$ cat config.mk
export PLATFORM = sky130hd
export DESIGN_NAME = emp_clock_strobe
export DESIGN_NICKNAME = d
export VERILOG_FILES = /design/src/emp_pkg.sv /design/src/emp_clock_strobe.sv
export SDC_FILE = /design/constraint.sdc
export NUM_CORES = 1
export LEC_CHECK = 0
export ABC_AREA = 1
export CAP_MARGIN = 20
export CORE_MARGIN = 10
export CORE_UTILIZATION = 59
export DETAILED_ROUTE_END_ITERATION = 12
export DONT_BUFFER_PORTS = 1
export PLACE_DENSITY_LB_ADDON = 0.3
export SYNTH_ARGS = -nofsm -noshare
export SYNTH_HDL_FRONTEND = slang
export SYNTH_SLANG_ARGS = --single-unit
$ cat constraint.sdc
create_clock -name clk -period 1.19 [get_ports clk]
set_input_delay 0.119 -clock clk [delete_from_list [all_inputs] [get_ports clk]]
set_output_delay 0.119 -clock clk [all_outputs]
set_load 0.02 [all_outputs]
$ cat src/emp_pkg.sv
// Package: constants and types for the external memory port clock and strobe pins
package emp_pkg;
    // ********************************
    // Clock source strap codes
    // ********************************
    localparam logic [1:0] SRC_INPUT_PIN = 2'h0;
    localparam logic [1:0] SRC_CPU_DIV4  = 2'h1;
    localparam logic [1:0] SRC_CPU_DIV6  = 2'h2;
    localparam logic [1:0] SRC_RESERVED  = 2'h3;
    // ********************************
    // Divided clock ratio codes
    // ********************************
    localparam logic [1:0] DIV_BY1 = 2'h0;
    localparam logic [1:0] DIV_BY2 = 2'h1;
    localparam logic [1:0] DIV_BY4 = 2'h2;
    // ********************************
    // CPU clock division counts
    // ********************************
    localparam logic [2:0] CPU_DIV4_HALF = 3'h2;
    localparam logic [2:0] CPU_DIV6_HALF = 3'h3;
    // ********************************
    // Memory type codes
    // ********************************
    typedef enum logic [1:0] {MEM_ASYNC, MEM_SDRAM, MEM_SYNC} emp_mem_t;
    // ********************************
    // Reset values
    // ********************************
    localparam logic [1:0] SRC_RESET = 2'h0;
    localparam logic       CKE_RESET = 1'h1;
endpackage

$ cat src/emp_clock_strobe.sv
// Module: clock source selection, output clocks and shared strobe pins
// Operation
// - Strap choosing input pin, CPU/4 or CPU/6 clock is latched once, on the first clock after reset release
// - Dedicated input clock pin is default source
// - Strap 00 pin, 01 CPU/4, 10 CPU/6; 11 reserved
// - Second output clock is selected clock divided by 1, 2 or 4
// - First output clock runs at selected clock rate
// - Read pin: async read, SDRAM column strobe, or sync address/read
// - Strobe select 0 gives address strobe, 1 gives read enable
// - Output enable pin: async OE, SDRAM row strobe, sync OE
// - Write pin: async write, SDRAM write enable, sync write enable
// - SDRAM clock enable output; low places SDRAM in self-refresh
// - Without SDRAM, clock enable pin is a software output
// - Dedicated sync output enable tied to chip select space three
// - Async memory ready input shows whether access can complete
module emp_clock_strobe (
    input  wire logic            clk,
    input  wire logic            rstn,
    input  wire logic            extMemInputClockPin,
    input  wire logic [1:0]      clockSourceStrap,
    input  wire logic [1:0]      divRatio,
    input  wire emp_pkg::emp_mem_t memType,
    input  wire logic            strobeSelectField,
    input  wire logic            spaceThree,
    input  wire logic            readReq,
    input  wire logic            oeReq,
    input  wire logic            writeReq,
    input  wire logic            sdramPresent,
    input  wire logic            selfRefreshReq,
    input  wire logic            gpoValue,
    input  wire logic            asyncReadyInput,
    output logic                 clockSourceSelect,
    output logic [1:0]           clockSourceCode,
    output logic                 extMemFullRateClockOut,
    output logic                 extMemDividedClockOut,
    output logic                 readPinN,
    output logic                 oePinN,
    output logic                 writePinN,
    output logic                 sdramClockEnableOut,
    output logic                 fifoSpaceOutputEnableN,
    output logic                 waitActive
);
    // ********************************
    // Synchronisers
    // ********************************
    logic [1:0] pinSync_r;
    logic [1:0] rdySync_r;
    logic [1:0] strapMeta_r;
    logic [1:0] strapSync_r;
    logic       strapDone_r;
    logic [2:0] cpuCnt_r;
    logic       cpuClk_r;
    logic       pinPrev_r;
    logic       srcTick;
    logic       srcLevel;
    logic       cpuWrap;
    logic [1:0] divCnt_r;
    logic       waitHold_r;

    always_ff @(posedge clk or negedge rstn) begin
        if (!rstn) begin
            pinSync_r <= 2'h0;
            rdySync_r <= 2'h3;
        end else begin
            pinSync_r <= {pinSync_r[0], extMemInputClockPin};
            rdySync_r <= {rdySync_r[0], asyncReadyInput};
        end
    end

    // ********************************
    // Strap capture
    // ********************************
    // Strap pins settle while reset is held, so this pair runs without reset
    always_ff @(posedge clk) begin
        strapMeta_r <= clockSourceStrap;
        strapSync_r <= strapMeta_r;
    end

    // Captured after release, since an async reset may only load constants
    always_ff @(posedge clk or negedge rstn) begin
        if (!rstn) begin
            strapDone_r     <= 1'h0;
            clockSourceCode <= emp_pkg::SRC_RESET;
        end else if (!strapDone_r) begin
            strapDone_r <= 1'h1;
            if (strapSync_r == emp_pkg::SRC_RESERVED)
                clockSourceCode <= emp_pkg::SRC_RESET;
            else
                clockSourceCode <= strapSync_r;
        end
    end

    always_ff @(posedge clk or negedge rstn) begin
        if (!rstn)
            clockSourceSelect <= 1'h0;
        else
            clockSourceSelect <= strapDone_r;
    end

    // ********************************
    // Source clock generation
    // ********************************
    always_ff @(posedge clk or negedge rstn) begin
        if (!rstn) begin
            cpuCnt_r <= 3'h0;
            cpuClk_r <= 1'h0;
        end else if (cpuWrap) begin
            cpuCnt_r <= 3'h0;
            cpuClk_r <= ~cpuClk_r;
        end else begin
            cpuCnt_r <= cpuCnt_r + 3'h1;
        end
    end

    always_ff @(posedge clk or negedge rstn) begin
        if (!rstn)
            pinPrev_r <= 1'h0;
        else
            pinPrev_r <= srcLevel;
    end

    // Counter runs on in pin mode too; it only wraps there, harmlessly
    always_comb begin
        cpuWrap = 1'h0;
        if (clockSourceCode == emp_pkg::SRC_CPU_DIV4)
            cpuWrap = cpuCnt_r == emp_pkg::CPU_DIV4_HALF - 3'h1;
        else if (clockSourceCode == emp_pkg::SRC_CPU_DIV6)
            cpuWrap = cpuCnt_r == emp_pkg::CPU_DIV6_HALF - 3'h1;
    end

    always_comb begin
        srcLevel = (clockSourceCode == emp_pkg::SRC_INPUT_PIN) ? pinSync_r[1] : cpuClk_r;
        srcTick  = srcLevel != pinPrev_r;
    end

    // ********************************
    // Output clocks
    // ********************************
    always_ff @(posedge clk or negedge rstn) begin
        if (!rstn) begin
            extMemFullRateClockOut <= 1'h0;
            extMemDividedClockOut  <= 1'h0;
            divCnt_r               <= 2'h0;
        end else if (srcTick) begin
            extMemFullRateClockOut <= ~extMemFullRateClockOut;
            divCnt_r               <= divCnt_r + 2'h1;
            case (divRatio)
                emp_pkg::DIV_BY2: begin
                    if (divCnt_r[0])
                        extMemDividedClockOut <= ~extMemDividedClockOut;
                end
                emp_pkg::DIV_BY4: begin
                    if (&divCnt_r)
                        extMemDividedClockOut <= ~extMemDividedClockOut;
                end
                default: begin
                    extMemDividedClockOut <= ~extMemDividedClockOut;
                end
            endcase
        end
    end

    // ********************************
    // Ready wait handling
    // ********************************
    // Wait only applies to async strobes; waitHold_r holds the strobe after the request drops
    always_ff @(posedge clk or negedge rstn) begin
        if (!rstn) begin
            waitHold_r <= 1'h0;
            waitActive <= 1'h0;
        end else begin
            waitHold_r <= memType == emp_pkg::MEM_ASYNC && (readReq || writeReq || waitHold_r)
                          && !rdySync_r[1];
            waitActive <= memType == emp_pkg::MEM_ASYNC && (readReq || writeReq || waitHold_r)
                          && !rdySync_r[1];
        end
    end

    // ********************************
    // Shared strobe pins
    // ********************************
    always_ff @(posedge clk or negedge rstn) begin
        if (!rstn) begin
            readPinN  <= 1'h1;
            oePinN    <= 1'h1;
            writePinN <= 1'h1;
        end else begin
            case (memType)
                emp_pkg::MEM_SYNC:
                    readPinN <= !(strobeSelectField ? readReq : (readReq || writeReq));
                emp_pkg::MEM_ASYNC:
                    readPinN <= !(readReq || (waitHold_r && !readPinN));
                default:
                    readPinN <= !readReq;
            endcase
            oePinN    <= !oeReq;
            writePinN <= !(writeReq || (memType == emp_pkg::MEM_ASYNC && waitHold_r
                          && !writePinN));
        end
    end

    // ********************************
    // Clock enable and FIFO enable
    // ********************************
    always_ff @(posedge clk or negedge rstn) begin
        if (!rstn) begin
            sdramClockEnableOut    <= emp_pkg::CKE_RESET;
            fifoSpaceOutputEnableN <= 1'h1;
        end else begin
            sdramClockEnableOut    <= sdramPresent ? !selfRefreshReq : gpoValue;
            fifoSpaceOutputEnableN <= !(spaceThree && oeReq
                                        && memType == emp_pkg::MEM_SYNC);
        end
    end

    // ********************************
    // Checks
    // ********************************
    selfRefresh_a: assert property (@(posedge clk) disable iff (!rstn)
        sdramPresent && selfRefreshReq |=> !sdramClockEnableOut)
        else $error("clock enable not low in self-refresh");
    gpoFollow_a: assert property (@(posedge clk) disable iff (!rstn)
        !sdramPresent |=> sdramClockEnableOut == $past(gpoValue))
        else $error("clock enable not following software value");
    fifoOe_a: assert property (@(posedge clk) disable iff (!rstn)
        !spaceThree |=> fifoSpaceOutputEnableN)
        else $error("fifo enable outside space three");
    oePin_a: assert property (@(posedge clk) disable iff (!rstn)
        oeReq |=> !oePinN)
        else $error("output enable pin not asserted");
    syncAddr_a: assert property (@(posedge clk) disable iff (!rstn)
        memType == emp_pkg::MEM_SYNC && !strobeSelectField && writeReq |=> !readPinN)
        else $error("address strobe missing");
    writePin_a: assert property (@(posedge clk) disable iff (!rstn)
        writeReq |=> !writePinN)
        else $error("write pin not asserted");
    readPin_a: assert property (@(posedge clk) disable iff (!rstn)
        readReq && memType != emp_pkg::MEM_SYNC |=> !readPinN)
        else $error("read pin not asserted");
    strapLegal_a: assert property (@(posedge clk) disable iff (!rstn)
        clockSourceCode != emp_pkg::SRC_RESERVED)
        else $error("reserved clock source selected");
    fullRate_a: assert property (@(posedge clk) disable iff (!rstn)
        srcTick |=> extMemFullRateClockOut != $past(extMemFullRateClockOut))
        else $error("full rate clock missed a tick");
    holdStrobe_a: assert property (@(posedge clk) disable iff (!rstn)
        waitHold_r && !readPinN && memType == emp_pkg::MEM_ASYNC |=> !readPinN)
        else $error("read strobe dropped during wait");
    readCov: cover property (@(posedge clk) disable iff (!rstn) !readPinN);
    waitCov: cover property (@(posedge clk) disable iff (!rstn) waitActive);
    holdCov: cover property (@(posedge clk) disable iff (!rstn) waitHold_r && !readPinN);
    refreshCov: cover property (@(posedge clk) disable iff (!rstn) !sdramClockEnableOut);
endmodule

# [After elaboration in Yosys (flattened, before gate mapping)]
# Cells that the tools add are included.
[totals] ff_bits=27 out_inout_bits=11 wordCells=71
[op_classes] n_addsub=2 eq_ne=11 mux=11 bitwise_logic=3 reduce_logical=25
[ops] cell="$logic_not A1 Y1" count=10
[ops] cell="$eq A2 B2 Y1 const B" count=4
[ops] cell="$logic_and A1 B1 Y1" count=7
[ops] cell="$mux W1" count=7
[ops] cell="$eq A2 B1 Y1 const B" count=2
[ops] cell="$logic_not A2 Y1" count=2
[ops] cell="$logic_or A1 B1 Y1" count=4
[ops] cell="$ne A2 B2 Y1 const B" count=2
[ops] cell="$pmux W1 S2" count=2
[ops] cell="$add A3 B1 Y3 const B" count=1
[ops] cell="$eq A3 B1 Y1 const B" count=1
[ops] cell="$eq A3 B2 Y1 const B" count=1
[ops] cell="$mux W3" count=1
[ops] cell="$not A1 Y1" count=3
[ops] cell="$reduce_and A3 Y1" count=1
[ops] cell="$add A2 B1 Y2 const B" count=1
[ops] cell="$mux W2" count=1
[ops] cell="$reduce_and A2 Y1" count=1
[ops] cell="$ne A1 B1 Y1" count=1

# [Depth between registers and ports, before layout]
[depth] depth_word=5 depth_mapped=7 ltp_nobuf=7

# [Worst setup path after synthesis]
# OpenSTA, ideal clock, no wires.
[synth_path] path_kind="register -> register" start="reg clockSourceCode[0]" end="reg extMemDividedClockOut" t_arrival_ns=0.986 setup_slack_ns=0.087 path_stages_with_launch=7 path_buffers=0 synth_period_minus_slack_ns=1.103 cell_sequence="dfrtp_1 -> nor2_2 -> nand2_2 -> nand3_4 -> nand2_4 -> nand3_2 -> nand2_1"
[synth_via] elab_chain_len=4
[synth_rtl] item="start, declared" line_no="emp_clock_strobe.sv:33" rtl="output logic [1:0] clockSourceCode,"
[synth_rtl] item="start signal, assigned" line_no="emp_clock_strobe.sv:83" rtl="clockSourceCode <= emp_pkg::SRC_RESET;"
[synth_rtl] item="start signal, assigned" line_no="emp_clock_strobe.sv:87" rtl="clockSourceCode <= emp_pkg::SRC_RESET;"
[synth_rtl] item="start signal, assigned" line_no="emp_clock_strobe.sv:89" rtl="clockSourceCode <= strapSync_r;"
[synth_rtl] item="$logic_not A2 Y1" line_no="emp_clock_strobe.sv:132" rtl="srcLevel = (clockSourceCode == emp_pkg::SRC_INPUT_PIN) ? pinSync_r[1] : cpuClk_r;"
[synth_rtl] item="$mux W1" line_no="emp_clock_strobe.sv:132"
[synth_rtl] item="$ne A1 B1 Y1" line_no="emp_clock_strobe.sv:133" rtl="srcTick = srcLevel != pinPrev_r;"
[synth_rtl] item="$reduce_and A3 Y1 (no source line)"
[synth_rtl] item="end signal, assigned" line_no="emp_clock_strobe.sv:150" rtl="extMemDividedClockOut <= ~extMemDividedClockOut;"
[synth_rtl] item="end signal, assigned" line_no="emp_clock_strobe.sv:154" rtl="extMemDividedClockOut <= ~extMemDividedClockOut;"
[synth_rtl] item="end signal, assigned" line_no="emp_clock_strobe.sv:157" rtl="extMemDividedClockOut <= ~extMemDividedClockOut;"
[synth_rtl] item="end, declared" line_no="emp_clock_strobe.sv:35" rtl="output logic extMemDividedClockOut,"
# Every way passes these cells.
# A chain may end at the register's enable or synchronous reset.

# [Final worst setup path]
[layout_path] start="reg cpuCnt_r[0]" end="reg cpuClk_r"
[layout_via] elab_chain_len=3
[layout_rtl] item="start, declared" line_no="emp_clock_strobe.sv:51" rtl="logic [2:0] cpuCnt_r;"
[layout_rtl] item="start signal, assigned" line_no="emp_clock_strobe.sv:111" rtl="cpuCnt_r <= cpuCnt_r + 3'h1;"
[layout_rtl] item="$eq A3 B2 Y1" line_no="emp_clock_strobe.sv:128" rtl="cpuWrap = cpuCnt_r == emp_pkg::CPU_DIV6_HALF - 3'h1;"
[layout_rtl] item="$mux W1" line_no="emp_clock_strobe.sv:127" rtl="else if (clockSourceCode == emp_pkg::SRC_CPU_DIV6)"
[layout_rtl] item="$mux W1 *" line_no="emp_clock_strobe.sv:125" rtl="if (clockSourceCode == emp_pkg::SRC_CPU_DIV4)"
[layout_rtl] item="end signal, assigned" line_no="emp_clock_strobe.sv:109" rtl="cpuClk_r <= ~cpuClk_r;"
[layout_rtl] item="end, declared" line_no="emp_clock_strobe.sv:52" rtl="logic cpuClk_r;"
# Mark *: on every way between the ends. The rest lies on a longest branch, timed or not.

==> results.json <==
{
  "finalCritPeriodShare": 0.9425,
  "route.vias.total": 745,
  "route.detailed.drc": 0,
  "fin_area_sq_um": 1316,
  "fillers": 124,
  "rsz0062_at_grt": "false",
  "synth_seq_cells": 27,
  "ios": 29,
  "grt_overflow": 0,
  "cts_tree": "built",
  "die_w_um": 62.88,
  "ant_nets": 0,
  "fin_ws_ns": 0.06841,
  "relSlewSlack": 0.3696,
  "drive_gt1_frac": 0.2439,
  "pre_cts_ws_ns": 0.05006,
  "syn_inst": 102,
  "dp_hpwl_mm": 1.489,
  "drt-pass1-iter-count": 3,
  "cp.required_ns": 1.42,
  "clock_sinks": 27,
  "hp-class": "input pin to flop",
  "htreeDepth": 1,
  "crit_arrival_ns": 1.35,
  "grt_pass1_wl_mm": 3.974,
  "finalWirelength_mm": 2.244,
  "fin_tns_setup_ns": 0,
  "critPathMaxFanout": 4,
  "synthArstFlopShare": 0.8519,
  "multi_input_area_sq_um": 361.6,
  "antenna_found_initial": 0,
  "path_clk_slew_ns": 0.14,
  "groute.usage.overall": 0.1261,
  "critPathLaunchType": "flop",
  "synth_top_area_frac": 0.3691,
  "holdWs_ns": 0.02406,
  "gp_congestion": 0.7732,
  "leakagePower_uw": 0.0006237,
  "critical_path_class": "flop to flop",
  "synth-main-ff-cell": "dfrtp_1",
  "first_global_vias": 877,
  "grt_max_degree": 24,
  "synth_area_leaders": "dfrtp_1 37%, dfstp_2 17%, dfxtp_1 7.4%",
  "peakVddDrop_mv": 1.429,
  "die_y_um": 62.88,
  "crit_path_end_kind": "flop",
  "finClkSkew_ns": 0.004830,
  "syn-cell-area_sq_um": 1085,
  "cts.path.max_buffers": 2,
  "netlist_top_cells_count": "16 x dfrtp_1, 15 x inv_1, 14 x nand2_1, 7 x dfstp_2, 7 x nor2_1",
  "viasPerCell": 5.034,
  "std_cell_rows": 15,
  "final_hold_viol_count": 0,
  "syn_to_final_growth_pct": 21.34,
  "yosysTopAreaCell": "dfrtp_1",
  "dpl_cell_area_sq_um": 1131,
  "status": "finished, final reports clean",
  "nNetsFinal": 146,
  "worst_pin_slew_ns": 0.9425,
  "finalSetupViolations": 0,
  "seqCellArea_sq_um": 666.9,
  "clk_latency_ns": 0.33,
  "max_cap_viol_count": 0,
  "powerDensity_nw_per_um2": 1813,
  "period_needed_ns": 1.122,
  "routedWlPerCell_um": 15.16,
  "start_util": 0.6283,
  "cts_buffers": 3,
  "yosysSeqAreaShare": 0.6125,
  "die-area_sq_um": 3954,
  "drt-initial-drc-count": 9,
  "cts-root-buf": "clkbuf_4",
  "synth_edf_count": 0,
  "coreArea_sq_um": 1727,
  "yosysWarningCount": 0,
  "place_inst": 129,
  "numPortBuffers": 0,
  "yosysMostFrequentCell": "dfrtp_1",
  "n_antenna_cell": 0,
  "finalMaxSlewViolations": 0,
  "fmax_mhz": 891.6,
  "final_cells": 148,
  "synth_area_per_cell_sq_um": 10.64,
  "syn-num-nets": 124,
  "ys_types": 24
}
[power by group]
group	total, uW	internal (uW)	switching (uW)
registers	1330	1110	221
clock network	400	129	271
logic	653	296	357
[cells by family after synthesis]
group,share of synthesized area
AND/OR/NAND/NOR,0.2295
XOR/XNOR,0.01615
adder cells (fa/ha/maj),0.04614
buffers and inverters,0.05882
AO/OA/AOI/OAI,0.03345
other,0.003457
flip-flops,0.6125
[area by class of cell]
cell class                 instances  area share
tap                               25     0.02376
multi-input combinational         58      0.2747
clock inverter                     1    0.005703
inverter                          17     0.04848
sequential                        27      0.5067
clock buffer                       3     0.01711
timing repair buffer              17      0.1236
[what timing repair did]
action	in CTS	in global routing
resized for setup	0	4
setup endpoints to repair	0	5
setup buffers	0	1
hold endpoints to repair	34	0
hold buffers	14	0
[layout by cell type (no fill, tap or decap), drive strengths merged, types with 4 or more instances in the layout]
cell,n
dfrtp,16
inv,17
dfstp,7
ha,4
nor3,4
dfxtp,4
nor2,8
dlygate4sd3,14
nand2,20
nand3,9
[registers in the layout, indices dropped and copies added, names as in the netlist, 2 cells and up]
| register | flops |
|---|---|
| strapSync_r | 2 |
| divCnt_r | 2 |
| rdySync_r | 2 |
| clockSourceCode | 2 |
| cpuCnt_r | 3 |
| pinSync_r | 2 |
| strapMeta_r | 2 |
[metal layers]
layer / vias up / global-route usage / share of wire / wire, um
li1: 362 / - / - / -
met1: 359 / 0.09864 / 0.33 / 748
met2: 19 / 0.2513 / 0.58 / 1300
met3: 5 / 0.04839 / 0.066 / 148
met4: 0 / 0.06983 / 0.021 / 47
met5: - / 0 / 0 / 0
[stage by stage]
stage | total power [uW] | utilization
floorplan | 1779 | -
global placement | 1868 | 0.6551
detailed placement | 1928 | 0.6551
CTS | 2370 | 0.7536
global route | 2567 | 0.7623
finish | 2386 | 0.7623
[worst paths after layout]
path,slack (ns),to,cells past startpoint,start
min,0.02,readPinN,2,writeReq
max reg2reg,0.07,cpuClk_r,5,cpuCnt_r[0]
min reg2reg,0.34,strapSync_r[0],0,strapMeta_r[0]
max in group asynchronous,0.20,clockSourceCode[1],1,rstn
min in group asynchronous,0.36,strapDone_r,1,rstn
max,0.07,cpuClk_r,5,cpuCnt_r[0]
[worst max-delay path: stages (launching register included)]
cell and delay [ns]:
dfrtp_1 0.40, inv_1 0.06, ha_1 0.19, nand4_1 0.09, nand2_1 0.12, xor2_1 0.16
No activity file was read; power rests on OpenSTA's default activity.
